==> src/verilog/pmc_pkg.sv <==
// constants for the pll and power mode controller
// assumes a 32-bit axi4-lite register bus with 8-bit byte addresses
package pmc_pkg;
  // ----------------------------------------
  // register offsets
  // ----------------------------------------
  localparam logic [7:0] OFF_PLLCON0 = 8'h00;
  localparam logic [7:0] OFF_PLLCON1 = 8'h04;
  localparam logic [7:0] OFF_PLLCON2 = 8'h08;
  localparam logic [7:0] OFF_DIVCON = 8'h0c;
  localparam logic [7:0] OFF_CLKCFG = 8'h18;
  localparam logic [7:0] OFF_PWRCTL = 8'h20;
  localparam logic [7:0] OFF_CPUPD = 8'h24;
  localparam logic [7:0] OFF_STATUS = 8'h2c;
  // ----------------------------------------
  // pll config fields
  // ----------------------------------------
  localparam int NUM_PLL = 3;
  localparam int REF_LSB = 0;
  localparam int REF_W = 6;
  localparam int FB_LSB = 6;
  localparam int FB_W = 12;
  localparam int OD_LSB = 18;
  localparam int OD_W = 3;
  localparam int BYP_BIT = 21;
  localparam int PDN_BIT = 22;
  localparam int PLLCFG_W = 23;
  localparam logic [22:0] PLLCFG_RESET = 23'h000000;
  // ----------------------------------------
  // clock source, gating, power control
  // ----------------------------------------
  localparam logic [1:0] CLKSRC_OSC = 2'b11;
  localparam logic [1:0] DIVCON_RESET = 2'b00;
  localparam int UNIT_W = 27;
  localparam logic [26:0] CLKCFG_RESET = 27'h0000000;
  localparam logic [2:0] MODE_NORMAL = 3'b000;
  localparam logic [2:0] MODE_STOP = 3'b100;
  localparam int IRQCLR_BIT = 3;
  localparam int DIS_PIN_BIT = 4;
  localparam int DIS_RTC_BIT = 5;
  localparam int POL_BIT = 6;
  localparam int LOCK_LSB = 16;
  localparam logic [15:0] LOCK_PERIOD_RESET = 16'h0bb8;
  localparam logic [31:0] CPUPD_MAGIC = 32'hdeedbabe;
  localparam logic [31:0] CPUPD_RESET = 32'h00000000;
  localparam logic [1:0] CLKSW_GAP = 2'h2;
  localparam logic [1:0] RESP_OKAY = 2'b00;
  localparam logic [1:0] RESP_DECERR = 2'b11;

  typedef enum logic [1:0] {
    ST_RUN = 2'b00,
    ST_IDLE = 2'b01,
    ST_STOP = 2'b10,
    ST_RELOCK = 2'b11
  } power_state_t;
endpackage
==> src/verilog/pll_and_power_mode_control.sv <==
// pll divider settings, clock source switch and power modes
// assumes axi4-lite master, inputs synchronous to REF_CLK
// Notes on behaviour
// - each pll output is reference times feedback over both dividers
// - reference divider is the six-bit field plus one
// - feedback factor is the twelve-bit field plus one
// - post-vco divider is the three-bit field plus one
// - each pll powers down by its config bit; lock reported after
// - five modes: normal, slow, idle, stop, power-off
// - normal mode runs all; gating register stops chosen unit clocks
// - source field 11 moves system clock to the oscillator
// - magic word to cpu power-down stops cpu until irq or wake
// - mode field 100 makes power-down halt all unit clocks
// - wake pin or rtc alarm ends stop; enables and polarity chosen
// - pin wake ending stop sets pending interrupt; bit 3 write clears it
// - power-off handled by rtc; alarm raises supply wake request
// - bit 6 polarity, bit 5 rtc disable, bit 4 pin disable
// - status bits 0 to 2 show each pll locked
// - upper half of power control holds lock period, reset 0x0bb8
`timescale 1ns/10ps
`default_nettype none
module pll_and_power_mode_control
  import pmc_pkg::*;
(
  input wire logic REF_CLK,
  input wire logic SYS_RST,
  input wire logic [7:0] AWADDR,
  input wire logic AWVALID,
  output logic AWREADY,
  input wire logic [31:0] WDATA,
  input wire logic [3:0] WSTRB,
  input wire logic WVALID,
  output logic WREADY,
  output logic [1:0] BRESP,
  output logic BVALID,
  input wire logic BREADY,
  input wire logic [7:0] ARADDR,
  input wire logic ARVALID,
  output logic ARREADY,
  output logic [31:0] RDATA,
  output logic [1:0] RRESP,
  output logic RVALID,
  input wire logic RREADY,
  input wire logic EXT_IRQ,
  input wire logic WAKE_PIN,
  input wire logic RTC_ALARM,
  output logic [20:0] PLL_REF_DIVIDER,
  output logic [38:0] PLL_FEEDBACK_FACTOR,
  output logic [11:0] PLL_POST_VCO_DIVIDER,
  output logic [2:0] PLL_BYPASS,
  output logic [2:0] PLL_POWER_DOWN,
  output logic SYS_CLK_PLL_SEL,
  output logic SYS_CLK_OSC_SEL,
  output logic CPU_CLK_EN,
  output logic [26:0] UNIT_CLK_EN,
  output logic CTRL_IRQ,
  output logic SUPPLY_WAKE
);
  // ----------------------------------------
  // functions
  // ----------------------------------------
  function automatic logic [31:0] merge(input logic [31:0] old,
                                        input logic [31:0] data,
                                        input logic [3:0] strb);
    logic [31:0] m;
    m = old;
    for (int b = 0; b < 4; b++) begin
      if (strb[b]) begin
        m[b*8 +: 8] = data[b*8 +: 8];
      end
    end
    return m;
  endfunction

  function automatic logic mapped(input logic [7:0] a);
    return a == OFF_PLLCON0 || a == OFF_PLLCON1 || a == OFF_PLLCON2 ||
           a == OFF_DIVCON || a == OFF_CLKCFG || a == OFF_PWRCTL ||
           a == OFF_CPUPD || a == OFF_STATUS;
  endfunction

  // ----------------------------------------
  // state
  // ----------------------------------------
  logic [22:0] pll_cfg_reg [NUM_PLL];
  logic [1:0] divcon_reg;
  logic [26:0] clkcfg_reg;
  logic [15:0] lock_period_reg;
  logic pol_reg;
  logic dis_rtc_reg;
  logic dis_pin_reg;
  logic [2:0] mode_reg;
  logic irq_pending_reg;
  logic [31:0] cpupd_reg;
  logic [7:0] wr_addr_reg;
  logic [31:0] wr_data_reg;
  logic [3:0] wr_strb_reg;
  logic [1:0] gap_reg;
  power_state_t state_reg;
  power_state_t state_next;
  logic [2:0] locked;
  logic [2:0] pll_restart;
  logic [2:0] pll_pd;
  logic do_write;
  logic [31:0] wr_merged;
  logic [31:0] rd_value;
  logic cpupd_hit;
  logic pin_active;
  logic pin_wake;
  logic rtc_wake;
  logic all_ready;
  logic want_osc;

  assign do_write = !AWREADY && !WREADY && !BVALID;
  assign pin_active = WAKE_PIN ^ pol_reg;
  assign pin_wake = pin_active && !dis_pin_reg;
  assign rtc_wake = RTC_ALARM && !dis_rtc_reg;
  assign want_osc = divcon_reg == CLKSRC_OSC;

  // ----------------------------------------
  // write channel
  // ----------------------------------------
  always_ff @(posedge REF_CLK) begin
    if (SYS_RST) begin
      AWREADY <= 1'b1;
      WREADY <= 1'b1;
      BVALID <= 1'b0;
      BRESP <= RESP_OKAY;
      wr_addr_reg <= 8'h00;
      wr_data_reg <= 32'h00000000;
      wr_strb_reg <= 4'h0;
    end else begin
      if (AWVALID && AWREADY) begin
        AWREADY <= 1'b0;
        wr_addr_reg <= AWADDR;
      end
      if (WVALID && WREADY) begin
        WREADY <= 1'b0;
        wr_data_reg <= WDATA;
        wr_strb_reg <= WSTRB;
      end
      if (do_write) begin
        BVALID <= 1'b1;
        BRESP <= mapped(wr_addr_reg) ? RESP_OKAY : RESP_DECERR;
      end
      if (BVALID && BREADY) begin
        BVALID <= 1'b0;
        AWREADY <= 1'b1;
        WREADY <= 1'b1;
      end
    end
  end

  // ----------------------------------------
  // write decode
  // ----------------------------------------
  // own old value per register, so a read in flight never leaks in
  // clear bit merges as zero: a write without byte 0 never clears
  always_comb begin
    case (wr_addr_reg)
      OFF_PLLCON0: wr_merged = merge({9'h000, pll_cfg_reg[0]},
                                     wr_data_reg, wr_strb_reg);
      OFF_PLLCON1: wr_merged = merge({9'h000, pll_cfg_reg[1]},
                                     wr_data_reg, wr_strb_reg);
      OFF_PLLCON2: wr_merged = merge({9'h000, pll_cfg_reg[2]},
                                     wr_data_reg, wr_strb_reg);
      OFF_DIVCON: wr_merged = merge({30'h00000000, divcon_reg},
                                    wr_data_reg, wr_strb_reg);
      OFF_CLKCFG: wr_merged = merge({5'h00, clkcfg_reg}, wr_data_reg,
                                    wr_strb_reg);
      OFF_PWRCTL: wr_merged = merge({lock_period_reg, 9'h000, pol_reg,
                                     dis_rtc_reg, dis_pin_reg, 1'b0,
                                     mode_reg}, wr_data_reg, wr_strb_reg);
      OFF_CPUPD: wr_merged = merge(cpupd_reg, wr_data_reg, wr_strb_reg);
      default: wr_merged = merge(32'h00000000, wr_data_reg, wr_strb_reg);
    endcase
  end

  assign cpupd_hit = do_write && wr_addr_reg == OFF_CPUPD &&
                     wr_merged == CPUPD_MAGIC;

  always_ff @(posedge REF_CLK) begin
    if (SYS_RST) begin
      for (int i = 0; i < NUM_PLL; i++) begin
        pll_cfg_reg[i] <= PLLCFG_RESET;
      end
      pll_restart <= 3'b000;
    end else begin
      pll_restart <= 3'b000;
      for (int i = 0; i < NUM_PLL; i++) begin
        if (do_write && wr_addr_reg == OFF_PLLCON0 + 8'(4 * i)) begin
          pll_cfg_reg[i] <= wr_merged[PLLCFG_W-1:0];
          pll_restart[i] <= wr_merged[OD_LSB+OD_W-1:0] !=
                            pll_cfg_reg[i][OD_LSB+OD_W-1:0];
        end
      end
    end
  end

  always_ff @(posedge REF_CLK) begin
    if (SYS_RST) begin
      divcon_reg <= DIVCON_RESET;
      clkcfg_reg <= CLKCFG_RESET;
      cpupd_reg <= CPUPD_RESET;
    end else if (do_write) begin
      if (wr_addr_reg == OFF_DIVCON) begin
        divcon_reg <= wr_merged[1:0];
      end
      if (wr_addr_reg == OFF_CLKCFG) begin
        clkcfg_reg <= wr_merged[UNIT_W-1:0];
      end
      if (wr_addr_reg == OFF_CPUPD) begin
        cpupd_reg <= wr_merged;
      end
    end
  end

  always_ff @(posedge REF_CLK) begin
    if (SYS_RST) begin
      lock_period_reg <= LOCK_PERIOD_RESET;
      pol_reg <= 1'b0;
      dis_rtc_reg <= 1'b0;
      dis_pin_reg <= 1'b0;
      mode_reg <= MODE_NORMAL;
    end else if (do_write && wr_addr_reg == OFF_PWRCTL) begin
      lock_period_reg <= wr_merged[LOCK_LSB +: 16];
      pol_reg <= wr_merged[POL_BIT];
      dis_rtc_reg <= wr_merged[DIS_RTC_BIT];
      dis_pin_reg <= wr_merged[DIS_PIN_BIT];
      mode_reg <= wr_merged[2:0];
    end
  end

  // pending wake interrupt, a new set beats a clear
  always_ff @(posedge REF_CLK) begin
    if (SYS_RST) begin
      irq_pending_reg <= 1'b0;
    end else if (state_reg == ST_STOP && pin_wake) begin
      irq_pending_reg <= 1'b1;
    end else if (do_write && wr_addr_reg == OFF_PWRCTL &&
                 wr_merged[IRQCLR_BIT]) begin
      irq_pending_reg <= 1'b0;
    end
  end

  // ----------------------------------------
  // read channel
  // ----------------------------------------
  always_comb begin
    rd_value = 32'h00000000;
    case (ARADDR)
      OFF_PLLCON0: rd_value = {9'h000, pll_cfg_reg[0]};
      OFF_PLLCON1: rd_value = {9'h000, pll_cfg_reg[1]};
      OFF_PLLCON2: rd_value = {9'h000, pll_cfg_reg[2]};
      OFF_DIVCON: rd_value = {30'h00000000, divcon_reg};
      OFF_CLKCFG: rd_value = {5'h00, clkcfg_reg};
      OFF_PWRCTL: rd_value = {lock_period_reg, 9'h000, pol_reg,
                              dis_rtc_reg, dis_pin_reg, irq_pending_reg,
                              mode_reg};
      OFF_CPUPD: rd_value = cpupd_reg;
      OFF_STATUS: rd_value = {27'h0000000, SYS_CLK_PLL_SEL ||
                              SYS_CLK_OSC_SEL, SYS_CLK_PLL_SEL ||
                              SYS_CLK_OSC_SEL, locked};
      default: rd_value = 32'h00000000;
    endcase
  end

  always_ff @(posedge REF_CLK) begin
    if (SYS_RST) begin
      ARREADY <= 1'b1;
      RVALID <= 1'b0;
      RDATA <= 32'h00000000;
      RRESP <= RESP_OKAY;
    end else if (ARVALID && ARREADY) begin
      ARREADY <= 1'b0;
      RVALID <= 1'b1;
      RDATA <= rd_value;
      RRESP <= mapped(ARADDR) ? RESP_OKAY : RESP_DECERR;
    end else if (RVALID && RREADY) begin
      RVALID <= 1'b0;
      ARREADY <= 1'b1;
    end
  end

  // ----------------------------------------
  // pll factors and lock
  // ----------------------------------------
  always_ff @(posedge REF_CLK) begin
    if (SYS_RST) begin
      PLL_REF_DIVIDER <= 21'h000000;
      PLL_FEEDBACK_FACTOR <= 39'h0000000000;
      PLL_POST_VCO_DIVIDER <= 12'h000;
      PLL_BYPASS <= 3'b000;
      PLL_POWER_DOWN <= 3'b111;
    end else begin
      for (int i = 0; i < NUM_PLL; i++) begin
        PLL_REF_DIVIDER[i*7 +: 7] <=
          {1'b0, pll_cfg_reg[i][REF_LSB +: REF_W]} + 7'h01;
        PLL_FEEDBACK_FACTOR[i*13 +: 13] <=
          {1'b0, pll_cfg_reg[i][FB_LSB +: FB_W]} + 13'h0001;
        PLL_POST_VCO_DIVIDER[i*4 +: 4] <=
          {1'b0, pll_cfg_reg[i][OD_LSB +: OD_W]} + 4'h1;
        PLL_BYPASS[i] <= pll_cfg_reg[i][BYP_BIT];
      end
      PLL_POWER_DOWN <= pll_pd;
    end
  end

  for (genvar g = 0; g < NUM_PLL; g++) begin : gen_lock
    // stop mode forces every pll down
    assign pll_pd[g] = pll_cfg_reg[g][PDN_BIT] ||
                       state_reg == ST_STOP;
    pll_lock_timer u_lock (
      .clk(REF_CLK),
      .rst(SYS_RST),
      .power_down(pll_pd[g]),
      .restart(pll_restart[g]),
      .period(lock_period_reg),
      .locked(locked[g])
    );
  end

  assign all_ready = &(locked | pll_pd);

  // ----------------------------------------
  // power mode sequencer
  // ----------------------------------------
  always_comb begin
    state_next = state_reg;
    case (state_reg)
      ST_RUN: begin
        if (cpupd_hit) begin
          state_next = mode_reg == MODE_STOP ? ST_STOP : ST_IDLE;
        end
      end
      ST_IDLE: begin
        if (EXT_IRQ || pin_wake) begin
          state_next = ST_RUN;
        end
      end
      ST_STOP: begin
        if (pin_wake || rtc_wake) begin
          state_next = ST_RELOCK;
        end
      end
      ST_RELOCK: begin
        if (all_ready) begin
          state_next = ST_RUN;
        end
      end
      default: state_next = ST_RUN;
    endcase
  end

  always_ff @(posedge REF_CLK) begin
    if (SYS_RST) begin
      state_reg <= ST_RUN;
    end else begin
      state_reg <= state_next;
    end
  end

  always_ff @(posedge REF_CLK) begin
    if (SYS_RST) begin
      CPU_CLK_EN <= 1'b1;
      UNIT_CLK_EN <= {UNIT_W{1'b1}};
      CTRL_IRQ <= 1'b0;
      SUPPLY_WAKE <= 1'b0;
    end else begin
      CPU_CLK_EN <= state_next == ST_RUN;
      if (state_next == ST_RUN || state_next == ST_IDLE) begin
        UNIT_CLK_EN <= ~clkcfg_reg;
      end else begin
        UNIT_CLK_EN <= {UNIT_W{1'b0}};
      end
      CTRL_IRQ <= irq_pending_reg;
      SUPPLY_WAKE <= rtc_wake;
    end
  end

  // ----------------------------------------
  // glitch-free source switch
  // ----------------------------------------
  always_ff @(posedge REF_CLK) begin
    if (SYS_RST) begin
      SYS_CLK_PLL_SEL <= 1'b0;
      SYS_CLK_OSC_SEL <= 1'b1;
      gap_reg <= 2'h0;
    end else if (SYS_CLK_PLL_SEL && want_osc) begin
      SYS_CLK_PLL_SEL <= 1'b0;
      gap_reg <= CLKSW_GAP;
    end else if (SYS_CLK_OSC_SEL && !want_osc) begin
      SYS_CLK_OSC_SEL <= 1'b0;
      gap_reg <= CLKSW_GAP;
    end else if (!SYS_CLK_PLL_SEL && !SYS_CLK_OSC_SEL) begin
      if (gap_reg != 2'h0) begin
        gap_reg <= gap_reg - 2'h1;
      end else if (want_osc) begin
        SYS_CLK_OSC_SEL <= 1'b1;
      end else begin
        SYS_CLK_PLL_SEL <= 1'b1;
      end
    end
  end
endmodule
`default_nettype wire

==> src/verilog/pll_lock_timer.sv <==
// lock timer for one pll: counts the lock period after power-up
// assumes period in reference clock cycles; restart on factor change
`timescale 1ns/10ps
`default_nettype none
module pll_lock_timer (
  input wire logic clk,
  input wire logic rst,
  input wire logic power_down,
  input wire logic restart,
  input wire logic [15:0] period,
  output logic locked
);
  logic [15:0] count_reg;

  // ----------------------------------------
  // lock counter
  // ----------------------------------------
  always_ff @(posedge clk) begin
    if (rst || power_down || restart) begin
      count_reg <= 16'h0000;
      locked <= 1'b0;
    end else if (!locked) begin
      if (count_reg >= period) begin
        locked <= 1'b1;
      end else begin
        count_reg <= count_reg + 16'h0001;
      end
    end
  end
endmodule
`default_nettype wire

==> config.mk <==
export PLATFORM = sky130hd
export DESIGN_NAME = pll_and_power_mode_control
export DESIGN_NICKNAME = d
export VERILOG_FILES = /design/src/verilog/pmc_pkg.sv /design/src/verilog/pll_and_power_mode_control.sv /design/src/verilog/pll_lock_timer.sv
export SDC_FILE = /design/constraint.sdc
export NUM_CORES = 1
export LEC_CHECK = 0
export BUFFER_PORTS_ARGS = -buffer_cell sky130_fd_sc_hd__buf_2
export CORE_MARGIN = 2
export CORE_UTILIZATION = 45
export DETAILED_ROUTE_END_ITERATION = 12
export HOLD_SLACK_MARGIN = 0.02
export SLEW_MARGIN = 15
export SYNTH_ARGS = -nofsm -noshare
export SYNTH_HDL_FRONTEND = slang
export SYNTH_SLANG_ARGS = --single-unit
==> constraint.sdc <==
create_clock -name REF_CLK -period 3.6 [get_ports REF_CLK]
set_input_delay 0.36 -clock REF_CLK [delete_from_list [all_inputs] [get_ports REF_CLK]]
set_output_delay 0.36 -clock REF_CLK [all_outputs]
set_load 0.01 [all_outputs]
Yosys cells after proc, flatten, opt, wreduce, memory -nomap -nowiden
Memories as Yosys holds them, arrays and structs flattened.
Index checks and enable logic that the tools add are counted.
- register bits after elaboration: 337
- RAM bits: 69
- bits of input ports: 62
- logic and storage cells: 257
- memories: 1
- memories (memory ; words ; width ; rd ports ; clocked after Yosys merged registers in ; write ports ; line ; source):
    pll_cfg_reg ; 3 ; 23 ; 3 ; 0 ; 3 ; pll_and_power_mode_control.sv:84 ; logic [22:0] pll_cfg_reg [NUM_PLL];
- $add $sub $neg: 13
- $lt $le $gt $ge: 3
- equality and inequality tests: 25
- multiplexer cells: 70
- bitwise logic cells: 19
- reduce and logical (&&, ||, !) cells: 83
- operator list (operator ; number):
    32-bit case mux with 8 select lines ; 1
    32-bit case mux with 7 select lines ; 1
    8-bit 2-to-1 mux ; 25
    23-bit 2-to-1 mux ; 3
    21-bit != test ; 3
    16-bit by 1-bit adder with 16-bit output, second input constant ; 3
    8-bit by 6-bit == test with 1-bit output, second input constant ; 6
    16-bit greater-or-equal comparator ; 3
    12-bit by 1-bit adder with 13-bit output, second input constant ; 3
    32-bit == test, second input constant ; 1
    8-bit by 4-bit == test with 1-bit output, second input constant ; 4
    1-bit logical OR ; 27
    1-bit 2-to-1 mux ; 27
    27-bit 2-to-1 mux ; 1
    27-bit NOT ; 1
    2-bit 2-to-1 mux ; 11
    6-bit by 1-bit adder with 7-bit output, second input constant ; 3
    1-bit logical AND ; 20
    8-bit by 3-bit == test with 1-bit output, second input constant ; 2
    8-bit by 5-bit == test with 1-bit output, second input constant ; 2
    8-bit zero test ; 2
    2-bit AND reduction ; 8
    1-bit NOT ; 13
    3-bit by 1-bit adder with 4-bit output, second input constant ; 3
    17 further kinds ; 40

Longest topological paths before layout
- word-level depth: 10
- gate-level depth with buffers: 13
- gate-level depth less buffers: 10

Modules after synthesis
A second synthesis with hierarchy kept.
- cell total of the unflattened synthesis: 2353
- area, all modules: 20241.9 um^2
- modules (own cells, without submodules) (module ; times used ; cells an instance ; area an instance (um^2) ; seq. area each (um^2)):
    pll_and_power_mode_control ; 1 ; 1894 ; 16709.8 ; 7757.4
    pll_lock_timer ; 3 ; 153 ; 1177.4 ; 340.3

Worst setup path before layout
Ideal clock, no wire load.
- path type: register -> register
- from: register wr_addr_reg[6]
- to: register UNIT_CLK_EN[10]
- arrival time: 2928 ps
- setup slack: 542 ps
- cell stages (with the launch flop): 12
- buffers on the path: 3
- clock period less this slack: 3058 ps
- path through: dfxtp_1 > buf_6 > or4_4 > buf_6 > a211oi_4 > a21oi_2 > o32a_1 > nor3b_2 > nand4_1 > nor3_4 > buf_4 > o31ai_1
- longest elaborated chain between the ends: 9
- elaborated cells between the ends (all ways): 17
- ends and longest elaborated chain (element ; line ; source):
    from (decl) ; pll_and_power_mode_control.sv:94 ; logic [7:0] wr_addr_reg;
    from (signal assigned) ; pll_and_power_mode_control.sv:128 ; wr_addr_reg <= 8'h00;
    from (signal assigned) ; pll_and_power_mode_control.sv:134 ; wr_addr_reg <= AWADDR;
    8-bit by 6-bit == test with 1-bit output, or another cell as far along ; pll_and_power_mode_control.sv:159, pll_and_power_mode_control.sv:178 ;
    32-bit case mux with 7 select lines ; pll_and_power_mode_control.sv:159 ; case (wr_addr_reg)
    32-bit == test ; pll_and_power_mode_control.sv:179 ; wr_merged == CPUPD_MAGIC;
    1-bit logical AND (*) ; pll_and_power_mode_control.sv:178 ; assign cpupd_hit = do_write && wr_addr_reg == OFF_CPUPD &&
    2-bit 2-to-1 mux (*) ; pll_and_power_mode_control.sv:331 ; if (cpupd_hit) begin
    2-bit case mux with 4 select lines (*) ; pll_and_power_mode_control.sv:329 ; case (state_reg)
    2-bit by 1-bit == test with 1-bit output / 2-bit zero test (equally long branches) ; pll_and_power_mode_control.sv:370 ; if (state_next == ST_RUN || state_next == ST_IDLE) begin
    1-bit logical OR (*) ; pll_and_power_mode_control.sv:370 ;
    27-bit 2-to-1 mux (*) ; pll_and_power_mode_control.sv:370 ;
    to (signal assigned) ; pll_and_power_mode_control.sv:365 ; UNIT_CLK_EN <= {UNIT_W{1'b1}};
    to (signal assigned) ; pll_and_power_mode_control.sv:371 ; UNIT_CLK_EN <= ~clkcfg_reg;
    to (signal assigned) ; pll_and_power_mode_control.sv:373 ; UNIT_CLK_EN <= {UNIT_W{1'b0}};
    to (decl) ; pll_and_power_mode_control.sv:55 ; output logic [26:0] UNIT_CLK_EN,
Every way passes the cells marked *; elsewhere a longest branch is shown, timed or not.
A chain may end at the register's enable or synchronous reset.

Final worst setup path
- from: register wr_addr_reg[1]
- to: register pll_restart[0]
- longest elaborated chain between the ends: 4
- elaborated cells between the ends (all ways): 12
- ends and longest elaborated chain (element ; line ; source):
    branches (longest 4 deep; another with 32-bit case mux with 7 select lines) ; - ;
    to (signal, indexed assignment) ; pll_and_power_mode_control.sv:192 ; pll_restart[i] <= wr_merged[OD_LSB+OD_W-1:0] !=
    to (decl) ; pll_and_power_mode_control.sv:101 ; logic [2:0] pll_restart;
Parallel ways; which one is timed is not known.

==> results_dict.tcl <==
set metrics [dict create \
    relSlewSlack_pct 33.3 \
    ys.flop_type "dfxtp_1" \
    r2r.worst_path.cells 9 \
    avgSynthCellArea_um2 8.67 \
    initial_standard_cell_utilization_of_the_core_pct 45.3 \
    detailed_place_hpwl_mm 69.7 \
    detail_route.iter0.violations 2843 \
    grt_antenna_before_repair 4 \
    layout.cells.non_filler 3287 \
    cts.root.buffer_cell "clkbuf_16" \
    n_fill_cell 4192 \
    postRouteAntennaNets 0 \
    die_h_um 217 \
    synth_edf_count 69 \
    final-setup-viol-count 0 \
    crit_type "register to register" \
    hold_path.class "primary input to register" \
    yosys_register_bits 404 \
    asyncSetResetFlopFracSynth_pct 0 \
    netlist_area_um2 20400 \
    via_per_inst 6.30 \
    clock-sinks 404 \
    synthesis.yosys.warnings 0 \
    sequential_cell_area_fraction_in_the_yosys_report_pct 43.0 \
    grt_setup_unrepaired "false" \
    area_delta_synth_final_pct 21.4 \
    gp_routability_congestion 1.06 \
    p_leak_nw 9.62 \
    dp.cells 3167 \
    cts_made_buffers 45 \
    drv_slew 0 \
    worstSkewPairLatency_ns 0.60 \
    detail_route.wl_per_cell_um 28.0 \
    ir_drop_uv 404 \
    port-buffer-count 212 \
    largest_register_ffs 69 \
    critPathMaxFanout 15 \
    detail_route.wirelength_mm 91.9 \
    dieWidth_um 217 \
    worst_hold_slack_ns 0.0428 \
    post_synth_num_cell_types 95 \
    path_clk_slew_ns 0.06 \
    grt_max_degree 163 \
    critPathCaptureType "register" \
    overall_power_of_the_completed_layout_mw 11.0 \
    worst_slew_pin_slew_ns 0.993 \
    htreeDepth 2 \
    finalClockSkew_ns 0.0230 \
    power_density_nw_per_um2 443 \
    grt.overflow.total 0 \
    fmax_ghz 0.285 \
    run_status "finished clean" \
    cp.required_ns 4.06 \
    die_area_um2 47100 \
    final.min_clock_period_ns 3.50 \
    worstSetupStartpointType "register" \
    final_layout_size_suffix_gt1_share_pct 19.4 \
    core_region_area_um2 45100 \
    floorplan.rows 78 \
    finalSetupTns_ns 0 \
    tritoncts "done" \
    drv.max_cap_violation_count 0 \
    detail_route.drc_violations 0 \
    multiInputGateArea_um2 10700 \
    clockBufferDepth 3 \
    synthesis.nets 2480 \
    firstDrtPassIters 9 \
    io-pin-count 213 \
    grt_first_pass_wirelength_mm 131 \
    number_of_global_route_vias_before_repair 18900 \
    critPathArrivalTime_ns 3.96 \
    worst_hold_path.num_cells 3 \
    grt.total_usage_pct 38.2 \
    seqCellArea_um2 8780 \
    r2r_setup_slack_ns 0.1 \
    fin_crit_share_pct 97.3 \
    nets 2771 \
    syn-instance-count 2358 \
    number_of_hold_violations_in_the_final_report 0 \
    route.vias.total 20700 \
]
cells in the final DEF (no fill, tap or decap), types with 26 or more instances in the layout:
cell type      count
nor2_1           308
xor2_1            39
nand4_1           34
clkbuf_16         47
o21ai_0           56
edfxtp_1          69
a31oi_1           44
a222oi_1          26
nand2_1          230
dfxtp_1          333
nand3_1           57
nor3_1            34
buf_2            211
inv_1             76
a211oi_1          62
ha_1              60
xnor2_1           53
dlygate4sd3_1     32
nor2b_1           26
mux2i_1           46
a21oi_1          198
or3_1             37
buf_4            164
a22oi_1           36
o31ai_1           31
cell usage after synthesis (all sizes together), types with 21 or more instances:
library cell	number	share of area, %
a2111oi	22	0.98
a211oi	64	2.4
a21o	25	0.92
a21oi	200	4.9
a222oi	26	1.3
a22oi	36	1.3
a31oi	44	1.3
buf	35	0.94
clkbuf	139	2.6
dfxtp	335	33
edfxtp	69	10
ha	60	3.7
inv	77	1.4
mux2i	46	2.3
nand2	231	4.2
nand2b	21	0.64
nand3	57	1.4
nand4	34	1.0
nor2	311	5.7
nor2b	26	0.80
nor3	41	1.2
o21ai	61	1.5
o31ai	31	1.1
or3	37	1.1
xnor2	53	2.3
xor2	39	1.7
cell families (layout without fill, tap and decap cells):
kind of cell,Yosys count,in the layout,synth area share [%]
AND/OR/NAND/NOR,844,844,19.5
multiplexers,64,64,3.47
other,0,4,0
buffers and inverters,253,578,4.94
adder cells (fa/ha/maj),61,61,3.72
XOR/XNOR,92,92,3.94
AO/OA/AOI/OAI,640,640,21.5
flip-flops,404,404,43.0
critical path, cell delays in order, from the launching register on:
cell      delay [ns]
dfxtp_1         0.33
buf_4           0.20
nor4_2          0.78
nand2_1         0.26
o221ai_1        0.28
nor2_1          0.11
a221o_1         0.36
or4_1           0.52
nor4_1          0.36
a31oi_1         0.15
layer usage:
metal | global-route usage [%] | part of all wire (%) | up-vias
met3 | 8.81 | 12 | 214
met2 | 54.2 | 41 | 1319
met5 | 0 | 0.025 | -
met4 | 15.3 | 4.5 | 4
met1 | 55.7 | 43 | 9986
li1 | - | - | 9174
stage by stage:
step | utilization [%] | setup slack [ns] | area (um2)
global placement | 51.0 | 0.163 | 23000
floorplan | - | 0.542 | 20400
CTS | 54.9 | 0.0481 | 24700
global route | 55.0 | 0.00860 | 24800
detailed placement | 51.0 | 0.0564 | 23000
finish | 55.0 | 0.0963 | 24800
path summary, 6_finish.rpt:
check                               from                      endpoint
max          wr_addr_reg[1]$_SDFFE_PP0P_     pll_restart[0]$_SDFF_PN0_
min                            WDATA[17]  wr_data_reg[17]$_SDFFE_PP0P_
max reg2reg  wr_addr_reg[1]$_SDFFE_PP0P_     pll_restart[0]$_SDFF_PN0_
min reg2reg  wr_data_reg[4]$_SDFFE_PP0P_   wr_data_reg[4]$_SDFFE_PP0P_
cell type report:
class / count / share of cell area, %
clock buffers: 62 / 5.13
multi-input cells: 1701 / 43.1
repair buffers: 418 / 11.4
inverters: 79 / 1.20
diodes: 4 / 0.0404
clock inverters: 19 / 0.696
well taps: 600 / 3.03
flip-flops and latches: 404 / 35.4
repair_timing:
item / CTS / global route
hold buffers: 32 / 0
setup endpoints to repair: 0 / 3
hold endpoints to repair: 32 / 0
setup buffers: 0 / 3
resized for setup: 0 / 5
power breakdown:
group          leakage [nW]  internal, mW  switching (mW)  total (mW)
registers              3.44          4.71           0.142        4.85
logic                  5.47         0.575            1.02        1.59
clock network         0.714          2.63            1.92        4.55
Note: power is estimated with default switching activity, not from simulation.
